### src/shared/rlpe_defs.svh
// Purpose: timing counts for reset, power and emulation control
// Assumes: counts are in oscillator periods, except RLPE_PHASE_PER_MCYC in phases
// Notes: guarded header
`ifndef RLPE_DEFS_SVH
`define RLPE_DEFS_SVH
`define RLPE_RST_OSC_PERIODS 5'd24
`define RLPE_OSC_PER_MCYC 12
`define RLPE_PHASE_PER_MCYC 3'd6
`define RLPE_PIN_RST 0
`define RLPE_PIN_OSC 1
`define RLPE_PIN_IRQ0 2
`define RLPE_PIN_IRQ1 3
`define RLPE_PIN_ALE 4
`define RLPE_PIN_PROG_STORE_STROBE_N 5
`define RLPE_PIN_RESET 6'h3D
`endif

### src/shared/rlpe_pkg.sv
// Purpose: types for reset, power and emulation control
// Assumes: nothing
// Notes: constants live in rlpe_defs.svh
package rlpe_pkg;
  typedef enum logic [2:0] {
    ST_RESET,
    ST_RUN,
    ST_IDLE,
    ST_PD,
    ST_PD_WAKE,
    ST_EMUL
  } mode_t;

  typedef struct packed {
    logic osc_run;
    logic phase;
    logic mcyc;
    logic core;
    logic periph;
  } clk_en_t;

  typedef struct packed {
    logic ale;
    logic ale_oe;
    logic prog_store_strobe_n_n;
    logic prog_store_strobe_n_oe;
    logic p0_float;
    logic p2_addr;
    logic port_hold;
    logic weak_pull;
  } pin_ctl_t;
endpackage

### src/design/reset_lowpower_emul_ctrl.sv
// Purpose: reset qualification, idle, power-down and emulation control
// Assumes: MCLK_I runs always; oscillator pin is sampled on it
// Notes: osc_in edges become enable pulses; core work stays in the core
`timescale 1ns/10ps
`include "rlpe_defs.svh"

// Functional notes
// - Reset pin forces ports asynchronously
// - Oscillator divided by two before timing
// - Idle stops core, peripherals run
// - Idle keeps core, RAM and registers
// - Enabled interrupt ends idle into service
// - Reset in idle restarts like power-on
// - Power-down stops the oscillator
// - Reset exit reinitialises registers, keeps RAM
// - Interrupt exit keeps registers and RAM
// - Low wake restarts oscillator, high completes
// - After return, resume past power-down instruction
// - Emulation floats port 0, pulls others
// - Emulation ends only by normal reset
// - Idle drives both strobes high
// - Power-down drives both strobes low
module reset_lowpower_emul_ctrl (
  // Clock and reset
  input  wire logic              MCLK_I,
  input  wire logic              SYS_RST_I,
  // Pins from outside
  input  wire logic              RST_PIN_I,
  input  wire logic              OSC_IN_I,
  input  wire logic              IRQ0_N_I,
  input  wire logic              IRQ1_N_I,
  input  wire logic              ALE_PIN_I,
  input  wire logic              PROG_STORE_STROBE_N_N_PIN_I,
  // From core
  input  wire logic              IDLE_REQ_I,
  input  wire logic              PD_REQ_I,
  input  wire logic              IRQ_PEND_I,
  input  wire logic              IRQ0_WAKE_EN_I,
  input  wire logic              IRQ1_WAKE_EN_I,
  input  wire logic              EXT_PROG_I,
  input  wire logic              ALE_CORE_I,
  input  wire logic              PROG_STORE_STROBE_N_N_CORE_I,
  // Status and enables
  output rlpe_pkg::mode_t        MODE_O,
  output rlpe_pkg::clk_en_t      CLK_EN_O,
  output logic                   CORE_RST_O,
  output logic                   WAKE_IRQ_O,
  output logic                   PORT_RST_O,
  // Pin control
  output rlpe_pkg::pin_ctl_t     PIN_CTL_O
);
  import rlpe_pkg::*;

  typedef struct packed {
    logic [5:0] s1;
    logic [5:0] s2;
    logic [5:0] s3;
    logic [5:0] f;
    logic       osc_prev;
    logic       div;
    logic [2:0] ph_cnt;
    logic [4:0] rst_cnt;
    logic       emul_arm;
    mode_t      mode;
    clk_en_t    ce;
    logic       core_rst;
    logic       wake;
    pin_ctl_t   pc;
  } state_t;

  state_t r;
  state_t n;
  logic   port_rst;
  logic   osc_tick;
  logic   rst_hit;
  logic   wake_low;
  logic   wake_high;
  logic   phase;

  always_comb begin
    n = r;
    n.s1 = {PROG_STORE_STROBE_N_N_PIN_I, ALE_PIN_I, IRQ1_N_I, IRQ0_N_I, OSC_IN_I, RST_PIN_I};
    n.s2 = r.s1;
    n.s3 = r.s2;
    n.f = (r.f & (r.s2 ^ r.s3)) | (r.s2 & ~(r.s2 ^ r.s3));
    n.osc_prev = r.f[`RLPE_PIN_OSC];
    // Oscillator edges count only while it runs
    osc_tick = r.f[`RLPE_PIN_OSC] & ~r.osc_prev & r.ce.osc_run;
    phase = osc_tick & r.div;
    if (osc_tick) begin
      n.div = ~r.div;
    end
    if (phase) begin
      n.ph_cnt = (r.ph_cnt == `RLPE_PHASE_PER_MCYC - 3'd1) ? 3'h0 : r.ph_cnt + 3'h1;
    end
    // Reset qualification in oscillator periods
    rst_hit = 1'b0;
    if (!r.f[`RLPE_PIN_RST]) begin
      n.rst_cnt = 5'h00;
    end else if (r.rst_cnt == `RLPE_RST_OSC_PERIODS) begin
      rst_hit = 1'b1;
    end else if (osc_tick) begin
      n.rst_cnt = r.rst_cnt + 5'h01;
    end
    // Wake pins, sampled without any core enable
    wake_low = (IRQ0_WAKE_EN_I & ~r.f[`RLPE_PIN_IRQ0]) |
               (IRQ1_WAKE_EN_I & ~r.f[`RLPE_PIN_IRQ1]);
    wake_high = ~wake_low;
    // Emulation entry sampled while the reset pin is high
    if (r.f[`RLPE_PIN_RST]) begin
      n.emul_arm = ~r.f[`RLPE_PIN_ALE] & r.f[`RLPE_PIN_PROG_STORE_STROBE_N];
    end
    n.wake = 1'b0;
    if (rst_hit) begin
      n.mode = ST_RESET;
    end else begin
      unique case (r.mode)
        ST_RESET: begin
          if (!r.f[`RLPE_PIN_RST]) begin
            n.mode = (r.emul_arm && !r.f[`RLPE_PIN_ALE]) ? ST_EMUL : ST_RUN;
          end
        end
        ST_RUN: begin
          if (PD_REQ_I) begin
            n.mode = ST_PD;
          end else if (IDLE_REQ_I) begin
            n.mode = ST_IDLE;
          end
        end
        ST_IDLE: begin
          if (IRQ_PEND_I) begin
            n.mode = ST_RUN;
            n.wake = 1'b1;
          end
        end
        ST_PD: begin
          if (wake_low) begin
            n.mode = ST_PD_WAKE;
          end
        end
        ST_PD_WAKE: begin
          if (wake_high) begin
            n.mode = ST_RUN;
            n.wake = 1'b1;
          end
        end
        ST_EMUL: begin
          n.mode = ST_EMUL;
        end
      endcase
    end
    // Oscillator stops in power-down unless reset is being counted
    n.ce.osc_run = (n.mode != ST_PD) | n.f[`RLPE_PIN_RST];
    n.ce.phase = phase;
    n.ce.mcyc = phase & (r.ph_cnt == `RLPE_PHASE_PER_MCYC - 3'd1);
    n.ce.core = phase & (n.mode == ST_RUN);
    n.ce.periph = phase & ((n.mode == ST_RUN) | (n.mode == ST_IDLE));
    n.core_rst = (n.mode == ST_RESET);
    // Pin control per mode
    n.pc = '0;
    unique case (n.mode)
      ST_RUN: begin
        n.pc.ale = ALE_CORE_I;
        n.pc.ale_oe = 1'b1;
        n.pc.prog_store_strobe_n_n = PROG_STORE_STROBE_N_N_CORE_I;
        n.pc.prog_store_strobe_n_oe = 1'b1;
      end
      ST_IDLE: begin
        n.pc.ale = 1'b1;
        n.pc.ale_oe = 1'b1;
        n.pc.prog_store_strobe_n_n = 1'b1;
        n.pc.prog_store_strobe_n_oe = 1'b1;
        n.pc.p0_float = EXT_PROG_I;
        n.pc.p2_addr = EXT_PROG_I;
        n.pc.port_hold = 1'b1;
      end
      ST_PD, ST_PD_WAKE: begin
        n.pc.ale_oe = 1'b1;
        n.pc.prog_store_strobe_n_oe = 1'b1;
        n.pc.p0_float = EXT_PROG_I;
        n.pc.port_hold = 1'b1;
      end
      ST_EMUL: begin
        n.pc.p0_float = 1'b1;
        n.pc.weak_pull = 1'b1;
      end
      ST_RESET: begin
        n.pc.weak_pull = 1'b1;
      end
    endcase
  end

  always_ff @(posedge MCLK_I or posedge SYS_RST_I) begin
    if (SYS_RST_I) begin
      r <= '0;
      r.s1 <= `RLPE_PIN_RESET;
      r.s2 <= `RLPE_PIN_RESET;
      r.s3 <= `RLPE_PIN_RESET;
      r.f <= `RLPE_PIN_RESET;
      r.mode <= ST_RESET;
      r.ce.osc_run <= 1'b1;
      r.core_rst <= 1'b1;
      r.pc.weak_pull <= 1'b1;
    end else begin
      r <= n;
    end
  end

  // Reset pin forces the ports without waiting for a clock
  always_ff @(posedge MCLK_I or posedge RST_PIN_I) begin
    if (RST_PIN_I) begin
      port_rst <= 1'b1;
    end else begin
      port_rst <= r.f[`RLPE_PIN_RST];
    end
  end

  assign MODE_O = r.mode;
  assign CLK_EN_O = r.ce;
  assign CORE_RST_O = r.core_rst;
  assign WAKE_IRQ_O = r.wake;
  assign PORT_RST_O = port_rst;
  assign PIN_CTL_O = r.pc;
endmodule

### config.mk
export PLATFORM = sky130hd
export DESIGN_NAME = reset_lowpower_emul_ctrl
export DESIGN_NICKNAME = d
export VERILOG_FILES = /design/src/shared/rlpe_pkg.sv /design/src/design/reset_lowpower_emul_ctrl.sv
export VERILOG_INCLUDE_DIRS = /design/src /design/src/shared
export SDC_FILE = /design/constraint.sdc
export NUM_CORES = 1
export LEC_CHECK = 0
export ABC_AREA = 1
export BUFFER_PORTS_ARGS = -buffer_cell sky130_fd_sc_hd__buf_2
export CORE_MARGIN = 5
export CORE_UTILIZATION = 25
export DETAILED_ROUTE_END_ITERATION = 10
export PLACE_DENSITY = 0.46
export SLEW_MARGIN = 20
export SYNTH_ARGS = -nofsm -noshare
export SYNTH_HDL_FRONTEND = slang
export SYNTH_SLANG_ARGS = --single-unit
### constraint.sdc
create_clock -name MCLK_I -period 2.2 [get_ports MCLK_I]
set_clock_uncertainty 0.05 [all_clocks]
set_input_delay 0.11 -clock MCLK_I [delete_from_list [all_inputs] [get_ports MCLK_I]]
set_output_delay 0.11 -clock MCLK_I [all_outputs]
set_load 0.005 [all_outputs]
==> flow_metrics.tcl, run 1 <==
set metrics [dict create \
    antenna_cells 0 \
    synth_area_leaders "dfrtp_1 32%, dfstp_2 28%, buf_4 6.0%" \
    max_slew_margin_pct 62.55 \
    post_cts_buffers 0 \
    design_area_sq_mm 0.002638 \
    yosys.area_share.simple_pct 19.14 \
    start_kind "flop" \
    cp_top_family "flip-flops" \
    ir_drop_v 0.0003525 \
    wl_per_cell_microns 10.84 \
    crit_type "reg2reg" \
    synth_top_family_by_area "simple AND/OR/NAND/NOR gates" \
    setup_viol 0 \
    drive_gt1_share_pct 36.89 \
    ys_types 29 \
    die-height_microns 104.6 \
    yosys.area_share.xor_xnor_pct 0.3917 \
    syn_to_final_growth_pct 17.96 \
    floorplan.rows 34 \
    final_util_pct 30.24 \
    required_ns 2.35 \
    leakage_nw 1.275 \
    max_stage_delay_ns 0.68 \
    fmax_mhz 595.5 \
    core-area_sq_mm 0.008721 \
    ios 35 \
    crit_chain "inv_1 -> nor2_1 -> nand3_1 -> nand2_1 -> o21bai_4 -> nand3_2 -> and2_1" \
    grt_pass1_vias 1381 \
    mostFrequentLayoutCells "34 x buf_2, 30 x nand2_1, 29 x dfrtp_1, 24 x dfstp_2, 23 x inv_1" \
    root_buffer "clkbuf_8" \
    drc 0 \
    setup_tns_ns 0 \
    rsz0062_at_grt "false" \
    synth-seq-area-share_pct 60.66 \
    yosysTopAreaCellShare_pct 32.46 \
    hold_path_class "in2reg" \
    dp_hpwl_microns 2747 \
    cts_tree "done" \
    hold_viol_final 0 \
    slew_violations 0 \
    cp_slowest_cell "dfstp_2" \
    grt_remaining_overflow 0 \
    yosys_register_bits 53 \
    post_dp_cell_area_sq_mm 0.002426 \
    cts_buffers 5 \
    min_period_ns 1.679 \
    die_area_sq_mm 0.01093 \
    clock_latency_ns 0.30 \
    powerDensity_mw_per_mm2 1242 \
    syn_area_per_cell_sq_um 10.70 \
    clock_path_buffers 2 \
    layout_commonest_cell "buf_2" \
    status "finished, final reports clean" \
    synth_compound_area_share_pct 4.924 \
    tightestPinTransition_ns 0.5609 \
    die_width_microns 104.6 \
    gp_congestion 0.7815 \
    synthCells 209 \
    yosysWarnings 0 \
    synthMuxAreaShare_pct 0 \
    mappedNetlistArea_sq_mm 0.002236 \
    cap_violations 0 \
    setup_ws_ns 0.5206 \
    numClockSinks 53 \
    drtIter0Drc 46 \
    cts_resized 0 \
    dr.pass1.iters 4 \
    fin_crit_sh_pct 76.34 \
    fin_nets 261 \
    clk_pin_slew_worst_paths_ns 0.09 \
    finalWirelength_microns 3814 \
    grt_pass1_wl_microns 6637 \
    vias 1355 \
    io_buffers 34 \
    initial_core_util_pct 25.64 \
    cp-end-kind "flop" \
    drtAntennaViolNets 0 \
    worst-path-buf-inv 1 \
    grt_max_degree 28 \
    via_per_inst 3.849 \
    ctsHtreeMaxLevel 2 \
    synthAdderAreaFrac_pct 3.805 \
    crit_arrival_ns 1.83 \
    syn_nets 227 \
    synth_area_leader_cell "dfrtp_1" \
    dp_slack_ns 0.5478 \
    antenna_found_initial 0 \
    critPathMaxFanout 12 \
    grtUsageTotal_pct 7.458 \
]
==> power by group <==
part	total [mW]	leakage (nW)	switching, mW	internal, mW
clock network	0.651	0.0554	0.309	0.342
registers	1.37	0.618	0.142	1.23
logic	1.25	0.602	0.766	0.486
total	3.28	1.28	1.22	2.06
==> metal layers <==
layer / vias up / track usage, % / wire, microns
li1: 698 / - / -
met1: 622 / 9.837 / 1886
met2: 29 / 11.13 / 1645
met3: 6 / 2.713 / 212
met4: 0 / 3.014 / 70
met5: - / 0 / 0
==> state kept, by name (all words and copies together) (netlist names), named ones only <==
| signal | flops |
|---|---|
| n | 12 |
| CORE_RST_O | 1 |
| MODE_O | 3 |
| PORT_RST_O | 1 |
| r | 18 |
| WAKE_IRQ_O | 1 |
| CLK_EN_O | 5 |
| PIN_CTL_O | 7 |
==> cells in the mapped netlist <==
library cell  count
nand3b_1          1
maj3_1            6
ha_1              2
o21ai_2           2
nor2_4            1
and2_1            2
o21bai_4          1
inv_1            24
dfrtp_1          29
nand3_2           4
nand4_1           1
nor2_1           21
nand2_4           2
buf_4            18
a21oi_2           1
nand3_4           1
nand2_2           1
nor2_2            3
o21ai_0           7
nor3b_1           1
a21oi_1           2
o21ai_1           4
nand3_1          11
nand4_4           1
dfstp_2          24
nor3_1            2
inv_2             6
xor2_1            1
nand2_1          30
==> metrics by stage <==
stage	total power [mW]	hold WS [ns]	cells
2_1_floorplan	2.469	-0.05030	209
3_3_place_gp	2.651	0.09176	334
3_5_place_dp	2.653	0.07883	334
4_1_cts	3.342	0.1610	352
5_1_grt	3.543	0.2042	352
6_report	3.276	0.1673	352
==> path summary, 6_finish.rpt <==
kind,cells after the start,slack [ns],from,end
max,7,0.52,r[29],PIN_CTL_O[4]
min reg2reg,0,0.31,n[43],n[37]
max reg2reg,7,0.52,r[29],PIN_CTL_O[4]
max in group asynchronous,4,1.14,SYS_RST_I,n[43]
min,5,0.17,IRQ_PEND_I,WAKE_IRQ_O
min in group asynchronous,3,0.30,RST_PIN_I,PORT_RST_O
==> repair_timing <==
action,4_1_cts,5_1_grt
endpoints found under the hold margin,33,0
hold buffers,10,0
endpoints found under the setup margin,0,0
==> kinds of logic (layout without fill, tap and decap cells) <==
group | Yosys count | after routing
AO/OA/AOI/OAI | 17 | 17
buffers and inverters | 48 | 83
adder cells (fa/ha/maj) | 8 | 8
XOR/XNOR | 1 | 1
AND/OR/NAND/NOR | 82 | 82
flip-flops | 53 | 53
==> area by class of cell <==
class                   instances  area, sq um
fillers                       888         6083
flip-flops and latches         53         1356
multi-input cells             108        631.9
repair buffers                 45        290.3
well taps                     108        135.1
inverters                      30        112.6
clock buffers                   6        72.57
clock inverters                 2        38.79
==> worst register-to-register path: stages (launching register included) <==
cell and delay [ns]:
dfstp_2 0.68, inv_1 0.11, nor2_1 0.11, nand3_1 0.08, nand2_1 0.13, o21bai_4 0.16
nand3_2 0.10, and2_1 0.17
No activity file was read; power rests on OpenSTA's default activity.
==> inputs of run 2 (changes only) <==
--- a/config.mk
+++ b/config.mk
@@ -6,7 +6,7 @@
 export SDC_FILE = /design/constraint.sdc
 export NUM_CORES = 1
 export LEC_CHECK = 0
-export ABC_AREA = 1
+export ABC_AREA = 0
 export BUFFER_PORTS_ARGS = -buffer_cell sky130_fd_sc_hd__buf_2
 export CORE_MARGIN = 5
 export CORE_UTILIZATION = 25
==> constraint.sdc (replaced) <==
create_clock -name MCLK_I -period 1.6 [get_ports MCLK_I]
set_clock_uncertainty 0.05 [all_clocks]
set_input_delay 0.08 -clock MCLK_I [delete_from_list [all_inputs] [get_ports MCLK_I]]
set_output_delay 0.08 -clock MCLK_I [all_outputs]
set_load 0.005 [all_outputs]
==> run 2 against run 1 <==
  * The run now ends with setup timing left
  * Non-clock buffer count is 36 higher
  * Register-to-register slack worse by 0.73 ns
  * Hold slack worse by 0.12 ns
  * Sequential share of layout area down 5.8 points
  * Final cell count rose by 1.1%
  * Synthesized cell count shrank 13%
  * Global-route usage grew 0.32 points
  * Clock power rose by 14%
  * Sequential cell count did not move
  * Final area grew 13%
  * Synthesized area fell by 1.9%
==> flow_metrics.tcl, run 2 <==
set metrics [dict create \
    status "finished with violations" \
    violations "setup timing" \
    synth_top_family_by_area "simple AND/OR/NAND/NOR gates" \
    grt_remaining_overflow 0 \
    synth_area_leader_cell "dfrtp_1" \
    power_frac_comb_pct 46.6 \
    dp_hpwl_microns 2729 \
    start_kind "flop" \
    crit_type "reg2reg" \
    hold_viol_final 0 \
    synth-seq-area-share_pct 61.84 \
    cp-end-kind "flop" \
    slew_violations 0 \
    hold_ws_ns 0.05225 \
    p_sw_mw 1.659 \
    drtAntennaViolNets 0 \
    ctsHtreeMaxLevel 2 \
    synth_common_cells "29 x dfrtp_1, 24 x dfstp_2, 18 x buf_4" \
    mappedNetlistArea_sq_mm 0.002193 \
    synth_compound_area_share_pct 7.359 \
    ir_drop_v 0.0005549 \
    finalWirelength_microns 4021 \
    fin_nets 265 \
    ys_types 40 \
    syn_to_final_growth_pct 36.00 \
    share_seq_of_total_power_pct 38.1 \
    antenna_cells 0 \
    antenna_found_initial 0 \
    syn_nets 199 \
    grt_pass1_wl_microns 7065 \
    yosys.area_share.xor_xnor_pct 3.594 \
    drive_gt1_share_pct 56.45 \
    yosys.area_share.simple_pct 13.80 \
    grt_pass1_vias 1476 \
    p_int_mw 3.161 \
    syn_area_per_cell_sq_um 12.12 \
    setup_viol 11 \
    clk_pin_slew_worst_paths_ns 0.10 \
    clock_latency_ns 0.31 \
    root_buffer "clkbuf_8" \
    design_area_sq_mm 0.002983 \
    crit_arrival_ns 1.96 \
    min_period_ns 1.805 \
    max_stage_delay_ns 0.46 \
    core-area_sq_mm 0.008636 \
    critPathMaxFanout 6 \
    setup_tns_ns -1.439 \
    yosysWarnings 0 \
    wl_per_cell_microns 11.29 \
    required_ns 1.76 \
    drtIter0Drc 29 \
    pwr-share-clk_pct 15.3 \
    powerDensity_mw_per_mm2 1616 \
    drc 0 \
    synthAdderAreaFrac_pct 3.879 \
    synthArstFlopShare_pct 100.0 \
    dr.pass1.iters 4 \
    cts_buffers 5 \
    cp_slowest_cell "dfrtp_2" \
    synth_ff_type "dfrtp_1" \
    via_per_inst 4.042 \
    gp_congestion 0.7760 \
    initial_core_util_pct 25.40 \
    mostFrequentLayoutCells "34 x buf_2, 31 x buf_4, 26 x dfrtp_1, 24 x dfstp_2" \
    largest_reg_flops 18 \
    tightestPinTransition_ns 0.3723 \
    synthMuxAreaShare_pct 0 \
    max_slew_margin_pct 75.12 \
    io_buffers 34 \
    synthCells 181 \
    die_width_microns 103.7 \
    crit_chain "buf_6 -> o21bai_1 -> a31oi_2 -> nor4_4 -> buf_4 -> xnor2_1 -> a22o_1" \
    clock_path_buffers 2 \
    grtUsageTotal_pct 7.778 \
    cap_violations 0 \
    vias 1439 \
    synth_edf_count 0 \
    synth_area_leaders "dfrtp_1 33%, dfstp_2 29%, buf_4 6.2%" \
    die_area_sq_mm 0.01075 \
    yosys_register_bits 53 \
    leakage_nw 1.340 \
    numClockSinks 53 \
    ios 35 \
    fill_cells 854 \
    rsz0062_at_grt "true" \
    layout_commonest_cell "buf_2" \
    hold_path_class "in2reg" \
    yosysTopAreaCellShare_pct 33.09 \
    largest_register "r" \
    synth_most_common_cell "dfrtp_1" \
    grt_max_degree 53 \
    post_dp_cell_area_sq_mm 0.002550 \
    floorplan.rows 34 \
    fmax_mhz 554.2 \
    die-height_microns 103.7 \
    setup_ws_ns -0.2046 \
    switching_share_pct 34.42 \
    fin_crit_sh_pct 112.8 \
    cts_tree "done" \
]
## run 2: cell count changes after synthesis, moves of 5 or more
cell,delta
inv_1,-13
nand2_1,-14
nor2_1,-11
xnor2_1,+5
inv_2,-6
nand3_1,-7
## run 2: final timing paths
| check | startpoint | endpoint | slack, ns | cells after the start |
|---|---|---|---|---|
| worst max register to register | MODE_O[1] | PIN_CTL_O[3] | -0.20 | 7 |
| worst max-delay path | MODE_O[1] | PIN_CTL_O[3] | -0.20 | 7 |
| min in group asynchronous | RST_PIN_I | PORT_RST_O | 0.26 | 3 |
| worst min-delay path | IRQ_PEND_I | WAKE_IRQ_O | 0.05 | 3 |
| worst min register to register | n[43] | n[37] | 0.30 | 0 |
| max in group asynchronous | SYS_RST_I | n[35] | 0.91 | 4 |
## run 2: per-layer routing
metal  part of all wire [%]  wire length, microns  GRT usage (%)
met5                      0                     0              0
met4                    1.5                    61          3.608
met3                    4.6                   183          2.301
met2                     47                  1889          11.25
met1                     47                  1886          10.65
## run 2: final cells by class
class	instances	area (sq um)	area share (%)
repair buffers	81	579.3	19.42
flip-flops and latches	53	1360	45.60
clock buffers	5	68.82	2.307
multi-input cells	95	775.7	26.01
well taps	108	135.1	4.530
inverters	11	41.29	1.384
clock inverters	3	22.52	0.7550
## run 2: cell families (layout without fill, tap and decap cells)
kind of cell,count (synthesis),count (layout)
AO/OA/AOI/OAI,23,23
XOR/XNOR,9,9
adder cells (fa/ha/maj),8,8
AND/OR/NAND/NOR,55,55
buffers and inverters,33,100
flip-flops,53,53
## run 2: timing repair
action / in CTS / in global routing
gates resized for setup: 15 / 27
endpoints found under the setup margin: 12 / 14
endpoints found under the hold margin: 40 / 0
hold buffers: 10 / 0
buffers inserted: 6 / 6
pin swaps: 7 / 15
## run 2: per-stage QoR
step	util, %	setup WS, ns	std cells	power (mW)
4_1_cts	32.86	-0.1689	351	4.541
2_1_floorplan	-	-0.2332	181	3.079
5_1_grt	34.54	-0.3087	356	5.194
3_3_place_gp	29.53	-0.2841	327	3.489
3_5_place_dp	29.53	-0.3215	327	3.503
6_report	34.54	-0.2046	356	4.821
## run 2: critical path, delay by kind of cell, from the launching register on
kind,cells,cell delay [ns]
buffers and inverters,2,0.33
DFF,1,0.46
AOI/OAI and AO/OA,3,0.44
and+or+nand+nor,1,0.36
xor gates and xnor gates,1,0.06
## run 2: power by group through the flow
stage | logic (mW) | clock network, mW | registers (mW)
2_1_floorplan | 1.31 | 0 | 1.77
6_report | 2.24 | 0.740 | 1.84
5_1_grt | 2.47 | 0.840 | 1.88
4_1_cts | 1.92 | 0.788 | 1.83
3_5_place_dp | 1.66 | 0 | 1.85
3_3_place_gp | 1.65 | 0 | 1.84
==> inputs of run 3 (changes only) <==
--- a/config.mk
+++ b/config.mk
@@ -12,6 +12,7 @@
 export CORE_UTILIZATION = 25
 export DETAILED_ROUTE_END_ITERATION = 10
 export PLACE_DENSITY = 0.46
+export SKIP_LAST_GASP = 1
 export SLEW_MARGIN = 20
 export SYNTH_ARGS = -nofsm -noshare
 export SYNTH_HDL_FRONTEND = slang
==> constraint.sdc (replaced) <==
create_clock -name MCLK_I -period 1.6 [get_ports MCLK_I]
set_clock_uncertainty 0.05 [all_clocks]
set_input_delay 0.32 -clock MCLK_I [delete_from_list [all_inputs] [get_ports MCLK_I]]
set_output_delay 0.32 -clock MCLK_I [all_outputs]
set_load 0.005 [all_outputs]
==> run 3 against run 2 <==
  * The run still ends with setup timing left
  * Clock power up 26%
  * Global-route usage decreased by 0.16 points
  * Critical path depth decreased by 1
  * Hold slack gained 0.0079 ns
  * Final area decreased by 2.5%
  * Combinational power decreased by 3%
  * Core utilization decreased by 0.87 points
  * Register-to-register slack hardly changed
  * Critical path type unchanged
==> flow_metrics.tcl, run 3 (synthesized netlist as in run 2, its figures left out) <==
set metrics [dict create \
    largest_reg_flops 18 \
    setup_ws_ns -0.1908 \
    cts_buffers 5 \
    drtIter0Drc 46 \
    slew_violations 0 \
    wl_per_cell_microns 11.29 \
    io_buffers 34 \
    ir_drop_v 0.0006101 \
    start_kind "flop" \
    total_power_mw 4.948 \
    crit_chain "buf_6 -> nand2b_4 -> a21oi_2 -> o32a_1 -> or2_4 -> or3_4" \
    drc 0 \
    tightestPinTransition_ns 0.2988 \
    leakage_nw 1.314 \
    clk_pin_slew_worst_paths_ns 0.09 \
    cts_tree "done" \
    rsz0062_at_grt "true" \
    grt_pass1_wl_microns 6817 \
    seq_area_sq_mm 0.001360 \
    critPathMaxFanout 7 \
    hold_viol_final 0 \
    drtAntennaViolNets 0 \
    dr.pass1.iters 4 \
    antenna_found_initial 0 \
    fin_crit_sh_pct 111.9 \
    mostFrequentLayoutCells "34 x buf_2, 29 x buf_4, 26 x dfrtp_1, 24 x dfstp_2, 13 x nand2_1" \
    design_area_sq_mm 0.002908 \
    crit_type "reg2reg" \
    multi_input_area_sq_um 778.2 \
    clock_latency_ns 0.30 \
    dp_hpwl_microns 2747 \
    layout_commonest_cell "buf_2" \
    fill_cells 870 \
    ctsHtreeMaxLevel 2 \
    initial_core_util_pct 25.40 \
    fmax_mhz 558.4 \
    setup_viol 11 \
    max_slew_margin_pct 79.82 \
    ios 35 \
    status "finished with violations" \
    die_width_microns 103.7 \
    dp_slack_ns -0.3075 \
    die-height_microns 103.7 \
    grtUsageTotal_pct 7.617 \
    syn_to_final_growth_pct 32.57 \
    antenna_cells 0 \
    max_stage_delay_ns 0.48 \
    cp_slowest_cell "dfrtp_2" \
    finalWirelength_microns 3894 \
    hold_path_class "in2reg" \
    min_period_ns 1.791 \
    via_per_inst 3.994 \
    cp-end-kind "flop" \
    setup_tns_ns -1.493 \
    fin_nets 254 \
    required_ns 1.78 \
    root_buffer "clkbuf_8" \
    die_area_sq_mm 0.01075 \
    grt_pass1_vias 1442 \
    crit_arrival_ns 1.98 \
    floorplan.rows 34 \
    post_dp_cell_area_sq_mm 0.002550 \
    powerDensity_mw_per_mm2 1702 \
    drive_gt1_share_pct 56.54 \
    gp_congestion 0.7992 \
    numClockSinks 53 \
    grt_remaining_overflow 0 \
    largest_register "r" \
    violations "setup timing" \
    vias 1378 \
    grt_max_degree 53 \
    final_util_pct 33.67 \
    clock_path_buffers 2 \
    cap_violations 0 \
    core-area_sq_mm 0.008636 \
]
[run 3: cell type report]
cell class	count	area share, %
tap	108	4.647
inverter	11	1.420
clock buffer	6	2.840
timing repair buffer	70	16.27
sequential	53	46.77
clock inverter	2	1.291
multi-input combinational	95	26.76
[run 3: final timing paths]
| path | from | endpoint | slack (ns) | depth (start not counted) |
|---|---|---|---|---|
| hold / removal | IRQ1_N_I | n[44] | 0.06 | 1 |
| setup / recovery | MODE_O[2] | CLK_EN_O[4] | -0.19 | 6 |
| max in group asynchronous | SYS_RST_I | n[43] | 0.68 | 4 |
| hold reg to reg | n[43] | n[37] | 0.30 | 0 |
| setup reg to reg | MODE_O[2] | CLK_EN_O[4] | -0.19 | 6 |
| min in group asynchronous | RST_PIN_I | PORT_RST_O | 0.51 | 3 |
[run 3: timing repair]
item / in CTS / in global routing
hold endpoints to repair: 13 / 0
setup endpoints to repair: 12 / 11
gates cloned: 0 / 0
buffers inserted: 5 / 3
resized for setup: 15 / 23
pin swaps: 5 / 6
hold buffers: 2 / 0
[run 3: layer usage]
metal  vias up  GRT usage, %  wire length (microns)
met5         -             0                      0
met1       652         9.848                   1848
met2        26         11.79                   1800
met4         0         3.330                     58
li1        695             -                      -
met3         5         2.239                    186
[run 3: worst max-delay path: cells and delay by family (launching register included)]
| kind | cells | cell delay (ns) |
|---|---|---|
| and+or+nand+nor | 3 | 0.70 |
| DFF | 1 | 0.48 |
| AOI/OAI and AO/OA | 2 | 0.35 |
| buffers and inverters | 1 | 0.14 |
[run 3: power by group]
| part | leakage [nW] | total, mW | internal (mW) | switching (mW) |
|---|---|---|---|---|
| Clock | 0.0574 | 0.932 | 0.509 | 0.424 |
| Combinational | 0.636 | 2.17 | 1.18 | 0.987 |
| Sequential | 0.620 | 1.85 | 1.65 | 0.199 |
[run 3: through the flow]
| stage | instances | hold WS [ns] |
|---|---|---|
| floorplan | 181 | 0.1597 |
| global placement | 327 | 0.2764 |
| detailed placement | 327 | 0.2808 |
| CTS | 342 | 0.04575 |
| global route | 345 | 0.04328 |
| finish | 345 | 0.06020 |
